--- config.mk ---
export PLATFORM = sky130hd
export DESIGN_NAME = afc_host
export DESIGN_NICKNAME = d
export VERILOG_FILES = /design/src/inc/afc_pkg.sv /design/src/rtl/afc_sync.sv /design/src/rtl/afc_host.sv
export SDC_FILE = /design/constraint.sdc
export NUM_CORES = 1
export LEC_CHECK = 0
export BUFFER_PORTS_ARGS = -buffer_cell sky130_fd_sc_hd__buf_4
export CAP_MARGIN = 25
export CORE_MARGIN = 2
export CORE_UTILIZATION = 50
export CTS_BUF_LIST = sky130_fd_sc_hd__clkbuf_4 sky130_fd_sc_hd__clkbuf_8
export DETAILED_ROUTE_END_ITERATION = 6
export PLACE_DENSITY_LB_ADDON = 0.15
export SETUP_SLACK_MARGIN = 0.1
export SLEW_MARGIN = 20
export SYNTH_ARGS = -nofsm -noshare
export SYNTH_HDL_FRONTEND = slang
export SYNTH_SLANG_ARGS = --single-unit
--- constraint.sdc ---
create_clock -name pclk -period 2.04 [get_ports pclk]
set_input_delay 0.408 -clock pclk [delete_from_list [all_inputs] [get_ports pclk]]
set_output_delay 0.408 -clock pclk [all_outputs]
set_load 0.02 [all_outputs]
--- src/inc/afc_pkg.sv ---
// constants, register map and state codes for the fifo host controller
package afc_pkg;

  // ----------------------------------------
  // clock and pin timing
  // ----------------------------------------
  localparam int unsigned CLK_MHZ = 100;
  localparam int unsigned DATA_W = 9;
  localparam int unsigned CNT_W = 8;
  // least times in ns; plain defaults, tune to the part in use
  localparam int unsigned T_CLEAR_LOW_NS = 100;
  localparam int unsigned T_STROBE_SETUP_BEFORE_CLEAR_RELEASE_NS = 20;
  localparam int unsigned T_STROBE_HOLD_AFTER_CLEAR_RELEASE_NS = 20;
  localparam int unsigned T_DATA_SETUP_NS = 20;
  localparam int unsigned T_STROBE_LOW_NS = 80;
  localparam int unsigned T_RECOVER_NS = 60;
  localparam int unsigned T_REPLAY_LOW_NS = 60;

  // least times round up to whole cycles
  localparam int unsigned C_CLEAR_LOW = (T_CLEAR_LOW_NS * CLK_MHZ + 999) / 1000;
  localparam int unsigned C_CLR_SETUP =
    (T_STROBE_SETUP_BEFORE_CLEAR_RELEASE_NS * CLK_MHZ + 999) / 1000;
  localparam int unsigned C_CLR_HOLD =
    (T_STROBE_HOLD_AFTER_CLEAR_RELEASE_NS * CLK_MHZ + 999) / 1000;
  localparam int unsigned C_DATA_SETUP = (T_DATA_SETUP_NS * CLK_MHZ + 999) / 1000;
  localparam int unsigned C_STROBE_LOW = (T_STROBE_LOW_NS * CLK_MHZ + 999) / 1000;
  localparam int unsigned C_RECOVER = (T_RECOVER_NS * CLK_MHZ + 999) / 1000;
  localparam int unsigned C_REPLAY_LOW = (T_REPLAY_LOW_NS * CLK_MHZ + 999) / 1000;
  localparam int unsigned C_CLR_TOTAL = (C_CLEAR_LOW > C_CLR_SETUP) ? C_CLEAR_LOW : C_CLR_SETUP;

  // counter load values (count down to zero)
  localparam logic [CNT_W-1:0] LD_CLR_LOW = CNT_W'(C_CLR_TOTAL - 1);
  localparam logic [CNT_W-1:0] LD_CLR_HOLD = CNT_W'(C_CLR_HOLD - 1);
  localparam logic [CNT_W-1:0] LD_DATA_SETUP = CNT_W'(C_DATA_SETUP - 1);
  localparam logic [CNT_W-1:0] LD_STROBE_LOW = CNT_W'(C_STROBE_LOW - 1);
  localparam logic [CNT_W-1:0] LD_RECOVER = CNT_W'(C_RECOVER - 1);
  localparam logic [CNT_W-1:0] LD_REPLAY_LOW = CNT_W'(C_REPLAY_LOW - 1);

  // ----------------------------------------
  // register map
  // ----------------------------------------
  localparam int unsigned ADDR_W = 12;
  localparam logic [ADDR_W-1:0] REG_CTRL = 12'h000;
  localparam logic [ADDR_W-1:0] REG_WDATA = 12'h004;
  localparam logic [ADDR_W-1:0] REG_RDATA = 12'h008;
  localparam logic [ADDR_W-1:0] REG_STATUS = 12'h00C;

  localparam int unsigned CTRL_CLEAR = 0;
  localparam int unsigned CTRL_READ = 1;
  localparam int unsigned CTRL_REPLAY = 2;
  localparam int unsigned CTRL_CHAIN = 3;
  localparam logic CHAIN_RST = 1'b0;

  localparam int unsigned ST_BUSY = 0;
  localparam int unsigned ST_READY = 1;
  localparam int unsigned ST_FULL_N = 2;
  localparam int unsigned ST_EMPTY_N = 3;
  localparam int unsigned ST_HALF_N = 4;
  localparam int unsigned ST_RVALID = 5;
  localparam int unsigned ST_REFUSED = 6;

  // ----------------------------------------
  // sequencer states
  // ----------------------------------------
  typedef enum logic [3:0] {
    AFC_IDLE = 4'h0,
    AFC_CLR_LOW = 4'h1,
    AFC_CLR_HOLD = 4'h2,
    AFC_WR_SETUP = 4'h3,
    AFC_WR_LOW = 4'h4,
    AFC_WR_HIGH = 4'h5,
    AFC_RD_LOW = 4'h6,
    AFC_RD_HIGH = 4'h7,
    AFC_RT_LOW = 4'h8,
    AFC_RT_HIGH = 4'h9
  } afc_state_t;

endpackage

--- src/rtl/afc_sync.sv ---
// three-flop pin synchroniser with agreement filter
`timescale 1ns/1ps
module afc_sync #(
  parameter int unsigned WIDTH = 1
) (
  // clock and reset
  input wire logic pclk,
  input wire logic presetn,
  // pins and filtered levels
  input wire logic [WIDTH-1:0] pin_in,
  output logic [WIDTH-1:0] level_out
);

  genvar i;
  generate
    for (i = 0; i < WIDTH; i = i + 1) begin : g_bit
      logic s1_r;
      logic s2_r;
      logic s3_r;
      logic out_r;
      logic out_nxt;

      // first stage feeds only the second; the filter looks at stages two and three
      always_comb begin
        out_nxt = out_r;
        if (s2_r == s3_r) begin
          out_nxt = s3_r;
        end
      end

      always_ff @(posedge pclk or negedge presetn) begin
        if (!presetn) begin
          s1_r <= 1'b1;
          s2_r <= 1'b1;
          s3_r <= 1'b1;
          out_r <= 1'b1;
        end else begin
          s1_r <= pin_in[i];
          s2_r <= s1_r;
          s3_r <= s2_r;
          out_r <= out_nxt;
        end
      end

      assign level_out[i] = out_r;
    end
  endgenerate

endmodule

--- src/rtl/afc_host.sv ---
// apb-controlled host sequencer for the strobe-driven 9-bit fifo
//
// The APB interface to the registers and the register addresses were left to the implementer.
`timescale 1ns/1ps
module afc_host
(
  // clock and reset
  input wire logic pclk,
  input wire logic presetn,
  // apb slave
  input wire logic psel,
  input wire logic penable,
  input wire logic pwrite,
  input wire logic [afc_pkg::ADDR_W-1:0] paddr,
  input wire logic [31:0] pwdata,
  output logic [31:0] prdata,
  output logic pready,
  output logic pslverr,
  // fifo control pins
  output logic clear_in_n,
  output logic write_strobe_n,
  output logic read_strobe_n,
  output logic replay_n,
  output logic chain_in_n,
  output logic [afc_pkg::DATA_W-1:0] write_data,
  // fifo status and data pins
  input wire logic full_flag_n,
  input wire logic empty_flag_n,
  input wire logic half_level_flag_n,
  input wire logic [afc_pkg::DATA_W-1:0] read_data
);

  import afc_pkg::*;

  // ----------------------------------------
  // pin synchronisers
  // ----------------------------------------
  logic [DATA_W+2:0] pins_sync;
  logic full_s;
  logic empty_s;
  logic half_s;
  logic [DATA_W-1:0] rdata_s;

  afc_sync #(.WIDTH(DATA_W + 3)) u_sync (
    .pclk(pclk),
    .presetn(presetn),
    .pin_in({read_data, half_level_flag_n, empty_flag_n, full_flag_n}),
    .level_out(pins_sync)
  );

  assign full_s = pins_sync[0];
  assign empty_s = pins_sync[1];
  assign half_s = pins_sync[2];
  assign rdata_s = pins_sync[DATA_W+2:3];

  // ----------------------------------------
  // state
  // ----------------------------------------
  afc_state_t state_r, state_nxt;
  logic [CNT_W-1:0] cnt_r, cnt_nxt;
  logic clear_n_r, clear_n_nxt;
  logic wr_n_r, wr_n_nxt;
  logic rd_n_r, rd_n_nxt;
  logic replay_n_r, replay_n_nxt;
  logic chain_r, chain_nxt;
  logic chain_in_n_r, chain_in_n_nxt;
  logic [DATA_W-1:0] wdata_r, wdata_nxt;
  logic [DATA_W-1:0] rword_r, rword_nxt;
  logic ready_r, ready_nxt;
  logic rvalid_r, rvalid_nxt;
  logic refused_r, refused_nxt;
  logic [31:0] prdata_r, prdata_nxt;
  logic pready_r, pready_nxt;
  logic pslverr_r, pslverr_nxt;
  logic acc;
  logic wr_go;
  logic rd_go;
  logic rt_go;
  logic clr_go;
  logic rd_done;
  logic cnt_zero;

  // ----------------------------------------
  // bus decode and sequencer
  // ----------------------------------------
  always_comb begin
    state_nxt = state_r;
    cnt_nxt = cnt_r;
    clear_n_nxt = clear_n_r;
    wr_n_nxt = wr_n_r;
    rd_n_nxt = rd_n_r;
    replay_n_nxt = replay_n_r;
    chain_nxt = chain_r;
    wdata_nxt = wdata_r;
    rword_nxt = rword_r;
    ready_nxt = ready_r;
    rvalid_nxt = rvalid_r;
    refused_nxt = refused_r;
    prdata_nxt = prdata_r;
    pready_nxt = 1'b0;
    pslverr_nxt = 1'b0;
    wr_go = 1'b0;
    rd_go = 1'b0;
    rt_go = 1'b0;
    clr_go = 1'b0;
    rd_done = 1'b0;
    cnt_zero = (cnt_r == '0);
    // one wait state so read data and pready leave flops
    acc = psel && penable && !pready_r;

    if (acc) begin
      pready_nxt = 1'b1;
      prdata_nxt = '0;
      if (pwrite) begin
        if (paddr == REG_CTRL) begin
          chain_nxt = pwdata[CTRL_CHAIN];
          clr_go = pwdata[CTRL_CLEAR];
          rd_go = pwdata[CTRL_READ];
          rt_go = pwdata[CTRL_REPLAY];
        end else if (paddr == REG_WDATA) begin
          wr_go = 1'b1;
          if (state_r == AFC_IDLE) begin
            wdata_nxt = pwdata[DATA_W-1:0];
          end
        end else if (paddr == REG_STATUS) begin
          if (pwdata[ST_REFUSED]) begin
            refused_nxt = 1'b0;
          end
        end else if (paddr != REG_RDATA) begin
          pslverr_nxt = 1'b1;
        end
      end else begin
        if (paddr == REG_CTRL) begin
          prdata_nxt[CTRL_CHAIN] = chain_r;
        end else if (paddr == REG_WDATA) begin
          prdata_nxt[DATA_W-1:0] = wdata_r;
        end else if (paddr == REG_RDATA) begin
          prdata_nxt[DATA_W-1:0] = rword_r;
          rvalid_nxt = 1'b0;
        end else if (paddr == REG_STATUS) begin
          prdata_nxt[ST_BUSY] = (state_r != AFC_IDLE);
          prdata_nxt[ST_READY] = ready_r;
          prdata_nxt[ST_FULL_N] = full_s;
          prdata_nxt[ST_EMPTY_N] = empty_s;
          prdata_nxt[ST_HALF_N] = half_s;
          prdata_nxt[ST_RVALID] = rvalid_r;
          prdata_nxt[ST_REFUSED] = refused_r;
        end else begin
          pslverr_nxt = 1'b1;
        end
      end
    end

    case (state_r)
      AFC_IDLE: begin
        if (clr_go) begin
          state_nxt = AFC_CLR_LOW;
          cnt_nxt = LD_CLR_LOW;
          clear_n_nxt = 1'b0;
          ready_nxt = 1'b0;
        end else if (rt_go) begin
          // replay shares the first-load pin, so chain mode forbids it
          if (!ready_r || chain_r) begin
            refused_nxt = 1'b1;
          end else begin
            state_nxt = AFC_RT_LOW;
            cnt_nxt = LD_REPLAY_LOW;
            replay_n_nxt = 1'b0;
          end
        end else if (rd_go) begin
          if (!ready_r || !empty_s) begin
            refused_nxt = 1'b1;
          end else begin
            state_nxt = AFC_RD_LOW;
            cnt_nxt = LD_STROBE_LOW;
            rd_n_nxt = 1'b0;
          end
        end else if (wr_go) begin
          if (!ready_r || !full_s) begin
            refused_nxt = 1'b1;
          end else begin
            state_nxt = AFC_WR_SETUP;
            cnt_nxt = LD_DATA_SETUP;
          end
        end
      end
      AFC_CLR_LOW: begin
        if (cnt_zero) begin
          state_nxt = AFC_CLR_HOLD;
          cnt_nxt = LD_CLR_HOLD;
          clear_n_nxt = 1'b1;
        end else begin
          cnt_nxt = cnt_r - 1'b1;
        end
      end
      AFC_CLR_HOLD: begin
        if (cnt_zero) begin
          state_nxt = AFC_IDLE;
          ready_nxt = 1'b1;
        end else begin
          cnt_nxt = cnt_r - 1'b1;
        end
      end
      AFC_WR_SETUP: begin
        if (cnt_zero) begin
          state_nxt = AFC_WR_LOW;
          cnt_nxt = LD_STROBE_LOW;
          wr_n_nxt = 1'b0;
        end else begin
          cnt_nxt = cnt_r - 1'b1;
        end
      end
      AFC_WR_LOW: begin
        if (cnt_zero) begin
          state_nxt = AFC_WR_HIGH;
          cnt_nxt = LD_RECOVER;
          wr_n_nxt = 1'b1;
        end else begin
          cnt_nxt = cnt_r - 1'b1;
        end
      end
      AFC_RD_LOW: begin
        if (cnt_zero) begin
          state_nxt = AFC_RD_HIGH;
          cnt_nxt = LD_RECOVER;
          rd_n_nxt = 1'b1;
          rd_done = 1'b1;
        end else begin
          cnt_nxt = cnt_r - 1'b1;
        end
      end
      AFC_RT_LOW: begin
        if (cnt_zero) begin
          state_nxt = AFC_RT_HIGH;
          cnt_nxt = LD_RECOVER;
          replay_n_nxt = 1'b1;
        end else begin
          cnt_nxt = cnt_r - 1'b1;
        end
      end
      // recovery lets the device flags settle through the synchroniser
      AFC_WR_HIGH, AFC_RD_HIGH, AFC_RT_HIGH: begin
        if (cnt_zero) begin
          state_nxt = AFC_IDLE;
        end else begin
          cnt_nxt = cnt_r - 1'b1;
        end
      end
      default: begin
        state_nxt = AFC_IDLE;
      end
    endcase

    // a command that lands while busy is dropped and reported
    if (state_r != AFC_IDLE && (clr_go || rt_go || rd_go || wr_go)) begin
      refused_nxt = 1'b1;
    end
    // sampled late in the strobe low so access time has passed the sync
    if (rd_done) begin
      rword_nxt = rdata_s;
      rvalid_nxt = 1'b1;
    end
    // single mode pulls the chain input low; chain mode marks first device
    chain_in_n_nxt = chain_nxt;
    if (chain_nxt) begin
      replay_n_nxt = 1'b0;
    end else if (chain_r) begin
      replay_n_nxt = 1'b1;
    end
  end

  always_ff @(posedge pclk or negedge presetn) begin
    if (!presetn) begin
      // clear is held low from reset and the sequence runs on release
      state_r <= AFC_CLR_LOW;
      cnt_r <= LD_CLR_LOW;
      clear_n_r <= 1'b0;
      wr_n_r <= 1'b1;
      rd_n_r <= 1'b1;
      replay_n_r <= 1'b1;
      chain_r <= CHAIN_RST;
      chain_in_n_r <= CHAIN_RST;
      wdata_r <= '0;
      rword_r <= '0;
      ready_r <= 1'b0;
      rvalid_r <= 1'b0;
      refused_r <= 1'b0;
      prdata_r <= '0;
      pready_r <= 1'b0;
      pslverr_r <= 1'b0;
    end else begin
      state_r <= state_nxt;
      cnt_r <= cnt_nxt;
      clear_n_r <= clear_n_nxt;
      wr_n_r <= wr_n_nxt;
      rd_n_r <= rd_n_nxt;
      replay_n_r <= replay_n_nxt;
      chain_r <= chain_nxt;
      chain_in_n_r <= chain_in_n_nxt;
      wdata_r <= wdata_nxt;
      rword_r <= rword_nxt;
      ready_r <= ready_nxt;
      rvalid_r <= rvalid_nxt;
      refused_r <= refused_nxt;
      prdata_r <= prdata_nxt;
      pready_r <= pready_nxt;
      pslverr_r <= pslverr_nxt;
    end
  end

  // ----------------------------------------
  // outputs
  // ----------------------------------------
  assign prdata = prdata_r;
  assign pready = pready_r;
  assign pslverr = pslverr_r;
  assign clear_in_n = clear_n_r;
  assign write_strobe_n = wr_n_r;
  assign read_strobe_n = rd_n_r;
  assign replay_n = replay_n_r;
  assign chain_in_n = chain_in_n_r;
  assign write_data = wdata_r;

endmodule

==> results.cfg, run 1 <==
[status]
outcome = finished with violations
violations = negative setup slack

[setup_path]
r2r_start = cnt_r[1]
startpoint_type = flop
path_class = reg -> reg
crit_fanout = 10
required_ns = 2.29
cp_data_arrival_time_ns = 2.36
endpoint_kind = flop
crit_path_start = cnt_r[1]

[clock_network]
cts-root-buf = clkbuf_8
cts_tree = built
h-tree-depth = 3
insertion_delay_ns = 0.37
clock_sinks = 97
path_clk_slew_ns = 0.11
cts_buffers = 9
cts_buffer_depth = 2

[power]
p_int_mw = 3.82
swShare_pct = 34.9
p_clk_share_pct = 21.2
peakVddDrop_mv = 0.621
p_per_area_nw_per_um2 = 1060
p_comb_share_pct = 35.1
p_sw_mw = 2.05
p_leak_nw = 2.44
seqPwrFrac_pct = 43.7

[synth]
synth_edf_count = 0
syn_inst = 351
syn_avg_cell_area_um2 = 12.3
synth-main-ff-cell = dfstp_2
synthArstFlopShare_pct = 100
yosysSeqAreaShare_pct = 57.9
synth_xor_area_share_pct = 0
ys.warnings.count = 0
synth_seq_cells = 97
yosys.area_share.simple_pct = 13.4
synth_compound_area_share_pct = 11.8
synthAdderAreaFrac_pct = 3.08
synth_top_family_by_area = simple AND/OR/NAND/NOR gates
ys_types = 66
synth_area_um2 = 4310
muxShareOfSynthArea_pct = 7.32

[timing]
fin_hold_ws_ns = 0.136
fin_crit_sh_pct = 103
final-setup-viol-count = 10
finClkSkew_ns = 0.0105
min_period_ns = 2.11
setup-tns-final_ns = -0.467
hold_violations = 0
rsz0062_at_grt = true
final.setup.worst_slack_ns = -0.0690
slew_viol_final = 0
clock.fmax_mhz = 474

[finish]
antenna_cells = 0
layout-drive-gt1-share_pct = 50.5
final_cells = 574
syn2layout_area_growth_pct = 28.4
fin_util_pct = 66.6
stdcell_area_um2 = 5530
layout.nets = 526

[grt]
grt_start_max_net_pins = 52
grt_pass1_wl_um = 14700
grt_usage_pct = 19.3
antenna_found_initial = 0
globalRouteOverflowTotal = 0
grt_pass1_vias = 2957

[min_path]
hp-class = in -> reg
hold_start = read_data[7]

[routing]
drtIter0Drc = 272
via_count = 3098
wl_um = 9030
wl_per_cell_um = 15.7
via_per_inst = 5.40
ant_nets = 0
dr.pass1.iters = 5
drc = 0

[run]
cap_violations = 0

[floorplanning]
die_x_um = 96.8
die_h_um = 96.8
dieArea_um2 = 9370
row_count = 33
pin_count = 109
core_area_um2 = 8300
initial_core_util_pct = 51.9

[placement]
dp_hpwl_um = 6500
io_buffers = 62
routabilityCongestion = 0.881
placed_area_um2 = 5100
dp.cells = 548
==> metal layers <==
| metal | vias to the layer above | GRT usage (%) | share of wire (%) |
|---|---|---|---|
| met5 | - | 0 | 0 |
| met4 | 0 | 5.42 | 1.2 |
| met3 | 10 | 4.19 | 6.6 |
| met2 | 131 | 29.3 | 48 |
| met1 | 1522 | 28.2 | 44 |
| li1 | 1435 | - | - |
==> cells in the mapped netlist, types with 2 or more instances <==
library cell,n,area share (%)
nor2_1,16,1.4
maj3_1,12,2.8
mux2_4,6,2.1
mux2_1,3,0.78
a31oi_1,6,0.87
mux2_2,15,3.9
nand4b_1,4,0.81
nand3_1,4,0.46
nor3_4,2,0.76
nor4_2,2,0.58
o21a_1,2,0.35
nor4b_1,2,0.41
o31ai_1,2,0.35
a21o_1,2,0.35
o2bb2ai_1,2,0.41
a22oi_1,8,1.4
buf_2,3,0.35
buf_4,23,4.0
nor3_1,5,0.58
clkbuf_1,7,0.61
o21ai_0,24,2.8
nor2b_1,3,0.44
nand4_1,2,0.29
o211ai_1,5,0.87
a211oi_2,2,0.58
inv_1,10,0.87
dfrtp_1,43,25
nand2b_1,4,0.58
nand2_1,30,2.6
a21oi_1,9,1.0
or3_1,5,0.73
dfstp_2,54,33
==> cells by family after synthesis <==
kind of cell,after synthesis
flops,97
simple gates,94
compound gates,75
buf+inv,46
mux,25
fa+ha+maj,13
other cells,1
==> registers in the layout (all words and copies together), names as in the netlist <==
| name | cells |
|---|---|
| chain_in_n | 1 |
| clear_in_n | 1 |
| cnt_r | 8 |
| prdata | 9 |
| pready | 1 |
| pslverr | 1 |
| read_strobe_n | 1 |
| ready_r | 1 |
| refused_r | 1 |
| replay_n | 1 |
| rvalid_r | 1 |
| rword_r | 9 |
| state_r | 4 |
| u_sync.g_bit.out_r | 12 |
| u_sync.g_bit.s1_r | 12 |
| u_sync.g_bit.s2_r | 12 |
| u_sync.g_bit.s3_r | 12 |
| write_data | 9 |
| write_strobe_n | 1 |
==> cell usage in the layout, fill, tap and decap left out, types with 3 or more instances in the layout <==
cell,netlist,layout
a21oi_1,9,8
a22oi_1,8,8
a31oi_1,6,6
buf_4,23,111
clkbuf_8,0,9
conb_1,1,23
dfrtp_1,43,41
dfstp_2,54,54
inv_1,10,10
maj3_1,12,12
mux2_2,15,14
mux2_4,6,8
nand2_1,30,28
nand2b_1,4,4
nand4b_1,4,4
nor2_1,16,15
nor2b_1,3,3
nor3_1,5,5
nor3_4,2,3
nor4_4,1,3
nor4b_4,0,3
o211ai_1,5,5
o21ai_0,24,23
or3_1,5,5
==> timing repair <==
item / in CTS / in global routing
gates resized for setup: 7 / 21
pin swaps: 1 / 13
cloned: 0 / 0
buffers inserted: 1 / 8
endpoints found under the setup margin: 22 / 34
hold buffers: 1 / 0
hold endpoints to repair: 10 / 0
==> stage by stage <==
step                      setup slack [ns]  total power [mW]
after floorplan                    -0.0212              3.73
final                              -0.0690              5.87
after global placement              -0.192              4.38
after global routing                -0.164              6.23
after detailed placement            -0.239              4.44
after CTS                          -0.0695              5.78
==> power groups by stage <==
stage / Combinational [mW] / Clock, mW / Sequential, mW
2_1_floorplan: 1.26 / 0 / 2.47
3_3_place_gp: 1.81 / 0 / 2.57
3_5_place_dp: 1.85 / 0 / 2.59
4_1_cts: 1.93 / 1.29 / 2.56
5_1_grt: 2.26 / 1.37 / 2.61
6_report: 2.06 / 1.24 / 2.57
==> worst max-delay path, stage by stage (launching register included) <==
cell     delay (ns)
dfrtp_1        0.39
inv_1          0.06
ha_2           0.18
or4b_4         0.51
nor3_4         0.18
and3_4         0.33
mux2_1         0.33
==> path summary, 6_finish.rpt <==
path / cells after the start / end / slack (ns)
worst max-delay path: 6 / rword_r[8] / -0.07
worst min-delay path: 1 / u_sync.g_bit[10].s1_r / 0.14
worst max register to register: 6 / rword_r[8] / -0.07
worst min register to register: 0 / u_sync.g_bit[8].s2_r / 0.36
max in group asynchronous: 3 / u_sync.g_bit[0].s1_r / 0.90
min in group asynchronous: 2 / write_data[4] / 0.48
==> final cells by class <==
class / count / area (um^2)
Multi-Input combinational cell: 230 / 1770
Inverter: 11 / 41.3
Timing Repair Buffer: 115 / 886
Tap cell: 105 / 131
Clock inverter: 7 / 78.8
Clock buffer: 9 / 124
Fill cell: 646 / 2770
Sequential cell: 97 / 2500
No activity file was read; power rests on OpenSTA's default activity.
==> run 2: changes to the inputs <==
--- a/config.mk
+++ b/config.mk
@@ -8,7 +8,7 @@
 export BUFFER_PORTS_ARGS = -buffer_cell sky130_fd_sc_hd__buf_4
 export CAP_MARGIN = 25
 export CORE_MARGIN = 2
-export CORE_UTILIZATION = 50
+export CORE_UTILIZATION = 40
 export CTS_BUF_LIST = sky130_fd_sc_hd__clkbuf_4 sky130_fd_sc_hd__clkbuf_8
 export DETAILED_ROUTE_END_ITERATION = 6
 export PLACE_DENSITY_LB_ADDON = 0.15
==> results.cfg, run 2 (synthesis results as in run 1) <==
[floorplanning]
core_area_um2 = 10400
dieArea_um2 = 11600
die_h_um = 108
initial_core_util_pct = 41.5
die_x_um = 108
row_count = 37
pin_count = 109

[min_path]
hold_start = read_data[7]
whs_path_depth = 1
hp-class = in -> reg
hold_end = u_sync.g_bit[10].s1_r

[run]
cap_violations = 0

[setup_path]
cp_data_arrival_time_ns = 2.34
reg2reg_slack_ns = -0.04
required_ns = 2.30
crit_chain = inv_2 -> ha_4 -> or4b_4 -> nor3_4 -> and3_4 -> mux2_1
path_class = reg -> reg
reg2reg_to = rword_r[0]
r2r_start = cnt_r[1]
endpoint_kind = flop
reg2regPathDepth = 6
crit_fanout = 12
max_stage_delay_ns = 0.50
startpoint_type = flop
critPathSlowestCell = or4b_4

[status]
violations = negative setup slack
outcome = finished with violations

[clock_network]
cts_tree = built
h-tree-depth = 3
path_clk_slew_ns = 0.10
cts_buffer_depth = 2
clock_sinks = 97
cts_buffers = 9
cts-root-buf = clkbuf_8
insertion_delay_ns = 0.37

[finish]
final_common_cell = buf_4
final_cells = 596
layout-drive-gt1-share_pct = 50.2
syn2layout_area_growth_pct = 27.5
fin_util_pct = 52.9
layout.nets = 517
antenna_cells = 0
final_cell_mix = buf_4, dfstp_2, dfrtp_1

[timing]
clock.fmax_mhz = 481
hold_violations = 0
rsz0062_at_grt = true
min_period_ns = 2.08
final.setup.worst_slack_ns = -0.0393
fin_hold_ws_ns = 0.127
slew_viol_final = 0
finClkSkew_ns = 0.0127
fin_crit_sh_pct = 102
final-setup-viol-count = 8

[routing]
wl_per_cell_um = 15.4
via_per_inst = 5.03
ant_nets = 0
dr.pass1.iters = 4
drtIter0Drc = 145
wl_um = 9190
via_count = 2997
drc = 0

[placement]
dp_hpwl_um = 6480
dp.cells = 569
routabilityCongestion = 0.857
io_buffers = 62
post-place-ws_ns = -0.219

[power]
p_leak_nw = 2.38
p_per_area_nw_per_um2 = 1100
peakVddDrop_mv = 0.567
fin_total_pwr_mw = 6.04

[grt]
grt_usage_pct = 16.7
globalRouteOverflowTotal = 0
grt_pass1_vias = 2914
grt_start_max_net_pins = 46
grt_pass1_wl_um = 14900
antenna_found_initial = 0
run 2: cell count changes in the layout (fill, tap and decap cells not counted), sizes merged:
cell and change:
clkinv -1, clkinvlp +1, buf -9, bufinv +1, inv -2, clkbuf +1
run 2: metrics by stage:
| step | setup TNS, ns | area, um^2 |
|---|---|---|
| after floorplan | -0.127 | 4400 |
| after global placement | -1.15 | 5060 |
| after detailed placement | -1.45 | 5060 |
| after CTS | -0.361 | 5360 |
| after global routing | -0.933 | 5490 |
| final | -0.143 | 5490 |
run 2: how the worst max path moves through the flow:
| stage | startpoint | endpoint |
|---|---|---|
| after detailed placement | paddr[9] | state_r[1] |
| after floorplan | cnt_r[1] | rword_r[1] |
| after global placement | paddr[9] | state_r[1] |
| after CTS | cnt_r[1] | rword_r[8] |
| after global routing | cnt_r[1] | cnt_r[1] |
| final | cnt_r[1] | rword_r[0] |
run 2: worst max-delay path: cells and delay by family (launching register included):
| kind | cells | cell delay [ns] |
|---|---|---|
| muxes | 1 | 0.34 |
| adders and majority gates | 1 | 0.12 |
| and+or+nand+nor | 3 | 1.01 |
| DFF | 1 | 0.41 |
| buffers and inverters | 1 | 0.07 |
run 2: routing by layer:
| layer | vias up | global-route usage [%] | share of wire (%) |
|---|---|---|---|
| met1 | 1466 | 24.2 | 48 |
| met5 | - | 0 | 0 |
| met2 | 91 | 24.6 | 45 |
| met3 | 11 | 3.45 | 5.8 |
| li1 | 1429 | - | - |
| met4 | 0 | 6.78 | 1.5 |
run 2: final cells by class:
| cell class | count | area [um^2] |
|---|---|---|
| clock inverter | 6 | 72.6 |
| clock buffer | 10 | 131 |
| timing repair buffer | 106 | 818 |
| tap | 136 | 170 |
| sequential | 97 | 2500 |
| inverter | 11 | 41.3 |
| multi-input combinational | 230 | 1760 |
| fill | 932 | 4880 |
run 2: power breakdown:
part	switching, mW	internal, mW	total [mW]	leakage (nW)
clock	0.715	0.599	1.31	0.103
sequential	0.303	2.28	2.58	1.14
combinational	1.01	1.13	2.14	1.14
total	2.03	4.01	6.04	2.38
run 2: repair_timing:
item | in CTS | in global routing
pin swaps | 8 | 7
gates resized for setup | 9 | 15
endpoints found under the hold margin | 1 | 0
endpoints found under the setup margin | 20 | 22
buffers inserted | 4 | 6
hold buffers | 1 | 0
==> run 3: changes to the inputs <==
==> constraint.sdc (replaced) <==
create_clock -name pclk -period 1.8 [get_ports pclk]
set_input_delay 0.36 -clock pclk [delete_from_list [all_inputs] [get_ports pclk]]
set_output_delay 0.36 -clock pclk [all_outputs]
set_load 0.02 [all_outputs]
==> results.cfg, run 3 (synthesis results as in run 1) <==
[status]
outcome = finished with violations
violations = negative hold slack, negative setup slack

[setup_path]
max_stage_delay_ns = 0.50
endpoint_kind = flop
crit_path_start = cnt_r[1]
reg2reg_to = cnt_r[1]
crit_fanout = 3
r2r_start = cnt_r[1]
required_ns = 2.06
startpoint_type = flop
path_class = reg -> reg
cp_data_arrival_time_ns = 2.32
reg2regPathDepth = 9
crit_chain = inv_2 -> ha_4 -> or4b_4 -> nor3_4 -> buf_6 -> a21oi_2 -> o21ai_1 -> o211ai_1 -> mux2_4
critPathSlowestCell = or4b_4
reg2reg_slack_ns = -0.26
worstSetupEndpoint = cnt_r[1]

[floorplanning]
die_x_um = 108
core_area_um2 = 10400
dieArea_um2 = 11600
pin_count = 109
row_count = 37
initial_core_util_pct = 41.5
die_h_um = 108

[grt]
grt_usage_pct = 18.8
globalRouteOverflowTotal = 0
use_met1_pct = 27.2
grt_use_met3_pct = 3.51
busiest_layer = met2
grtUsageMet2_pct = 27.5
grt_pass1_wl_um = 16600
antenna_found_initial = 0
grt_pass1_vias = 3191
grt_start_max_net_pins = 98

[clock_network]
path_clk_slew_ns = 0.10
cts-root-buf = clkbuf_8
clock_sinks = 97
cts_buffers = 9
insertion_delay_ns = 0.38
cts_buffer_depth = 2
cts_tree = built
h-tree-depth = 3

[power]
peakVddDrop_mv = 0.664
p_int_mw = 5.07
p_sw_mw = 2.52
swShare_pct = 33.2
p_leak_nw = 2.68
fin_total_pwr_mw = 7.59
seqPwrFrac_pct = 37.7
p_per_area_nw_per_um2 = 1260
p_clk_share_pct = 20.5
p_comb_share_pct = 41.8

[finish]
fill_cells = 900
final_cells = 642
layout-drive-gt1-share_pct = 57.7
final_common_cell = buf_4
stdcell_area_um2 = 6010
antenna_cells = 0
fin_util_pct = 58.0
layout.nets = 563
final_cell_mix = buf_4, dfstp_2, dfrtp_1
syn2layout_area_growth_pct = 39.6

[routing]
via_count = 3219
wl_per_cell_um = 16.2
wl_um = 10400
drc = 0
via_per_inst = 5.01
drtIter0Drc = 122
dr.pass1.iters = 4
ant_nets = 0

[timing]
finClkSkew_ns = 0.0106
slew_viol_final = 0
clock.fmax_mhz = 485
final.setup.worst_slack_ns = -0.263
fin_hold_ws_ns = -0.00991
rsz0062_at_grt = true
final-setup-viol-count = 24
min_period_ns = 2.06
hold_violations = 1
tightest_slew_ns = 0.533
slew_headroom_pct = 64.5
fin_crit_sh_pct = 115

[min_path]
hp-class = in -> async

[placement]
placed_area_um2 = 5510
io_buffers = 62
dp.cells = 613
dp_hpwl_um = 7370
routabilityCongestion = 0.879

[run]
cap_violations = 0
-- run 3: changes by cell type in the layout (fill, tap and decap cells not counted), sizes merged --
| cell | delta |
|---|---|
| buf | +47 |
| clkbuf | +1 |
| clkinv | +3 |
| clkinvlp | -1 |
| dlygate4sd3 | -1 |
| inv | -3 |
-- run 3: through the flow --
stage / worst slack (ns) / setup TNS (ns)
finish: -0.263 / -4.25
CTS: -0.312 / -5.05
global placement: -0.323 / -6.72
detailed placement: -0.361 / -7.62
global route: -0.359 / -6.44
floorplan: -0.236 / -2.24
-- run 3: repair_timing --
item	CTS	global route
pin swaps	17	14
gates resized for setup	18	27
buffers inserted	10	5
hold buffers	0	0
endpoints found under the setup margin	34	40
-- run 3: cell type report --
class,instances,area [um^2],share of cell area (%)
Clock inverter,5,72.6,1.21
Tap cell,136,170,2.83
Multi-Input combinational cell,230,1860,30.9
Inverter,11,41.3,0.687
Sequential cell,97,2500,41.5
Timing Repair Buffer,152,1220,20.3
Clock buffer,11,151,2.52
-- run 3: metal layers --
layer  vias up  part of all wire [%]
li1       1511                     -
met1      1617                    47
met2        73                    47
met3        18                   4.1
met4         0                   2.0
met5         -                     0
-- run 3: power by group through the flow --
stage	Sequential [mW]	Clock [mW]	Combinational [mW]
global placement	2.89	0	2.77
detailed placement	2.90	0	2.80
global route	2.91	1.68	3.46
floorplan	2.82	0	1.59
CTS	2.86	1.60	2.95
finish	2.86	1.55	3.18
-- run 3: worst min path at each step --
stage	startpoint	endpoint	slack (ns)
finish	presetn	clear_in_n	-0.01
detailed placement	u_sync.g_bit[11].s1_r	u_sync.g_bit[11].s2_r	0.35
CTS	presetn	clear_in_n	0.04
floorplan	presetn	chain_in_n	0.06
global placement	u_sync.g_bit[1].s1_r	u_sync.g_bit[1].s2_r	0.35
global route	presetn	clear_in_n	0.03
-- run 3: worst max-delay path, delay by kind of cell (launching register included) --
kind	cells	cell delay [ns]
AOI/OAI and AO/OA	3	0.27
and+or+nand+nor	2	0.68
DFF	1	0.40
buffers and inverters	2	0.22
adders and majority gates	1	0.12
muxes	1	0.27
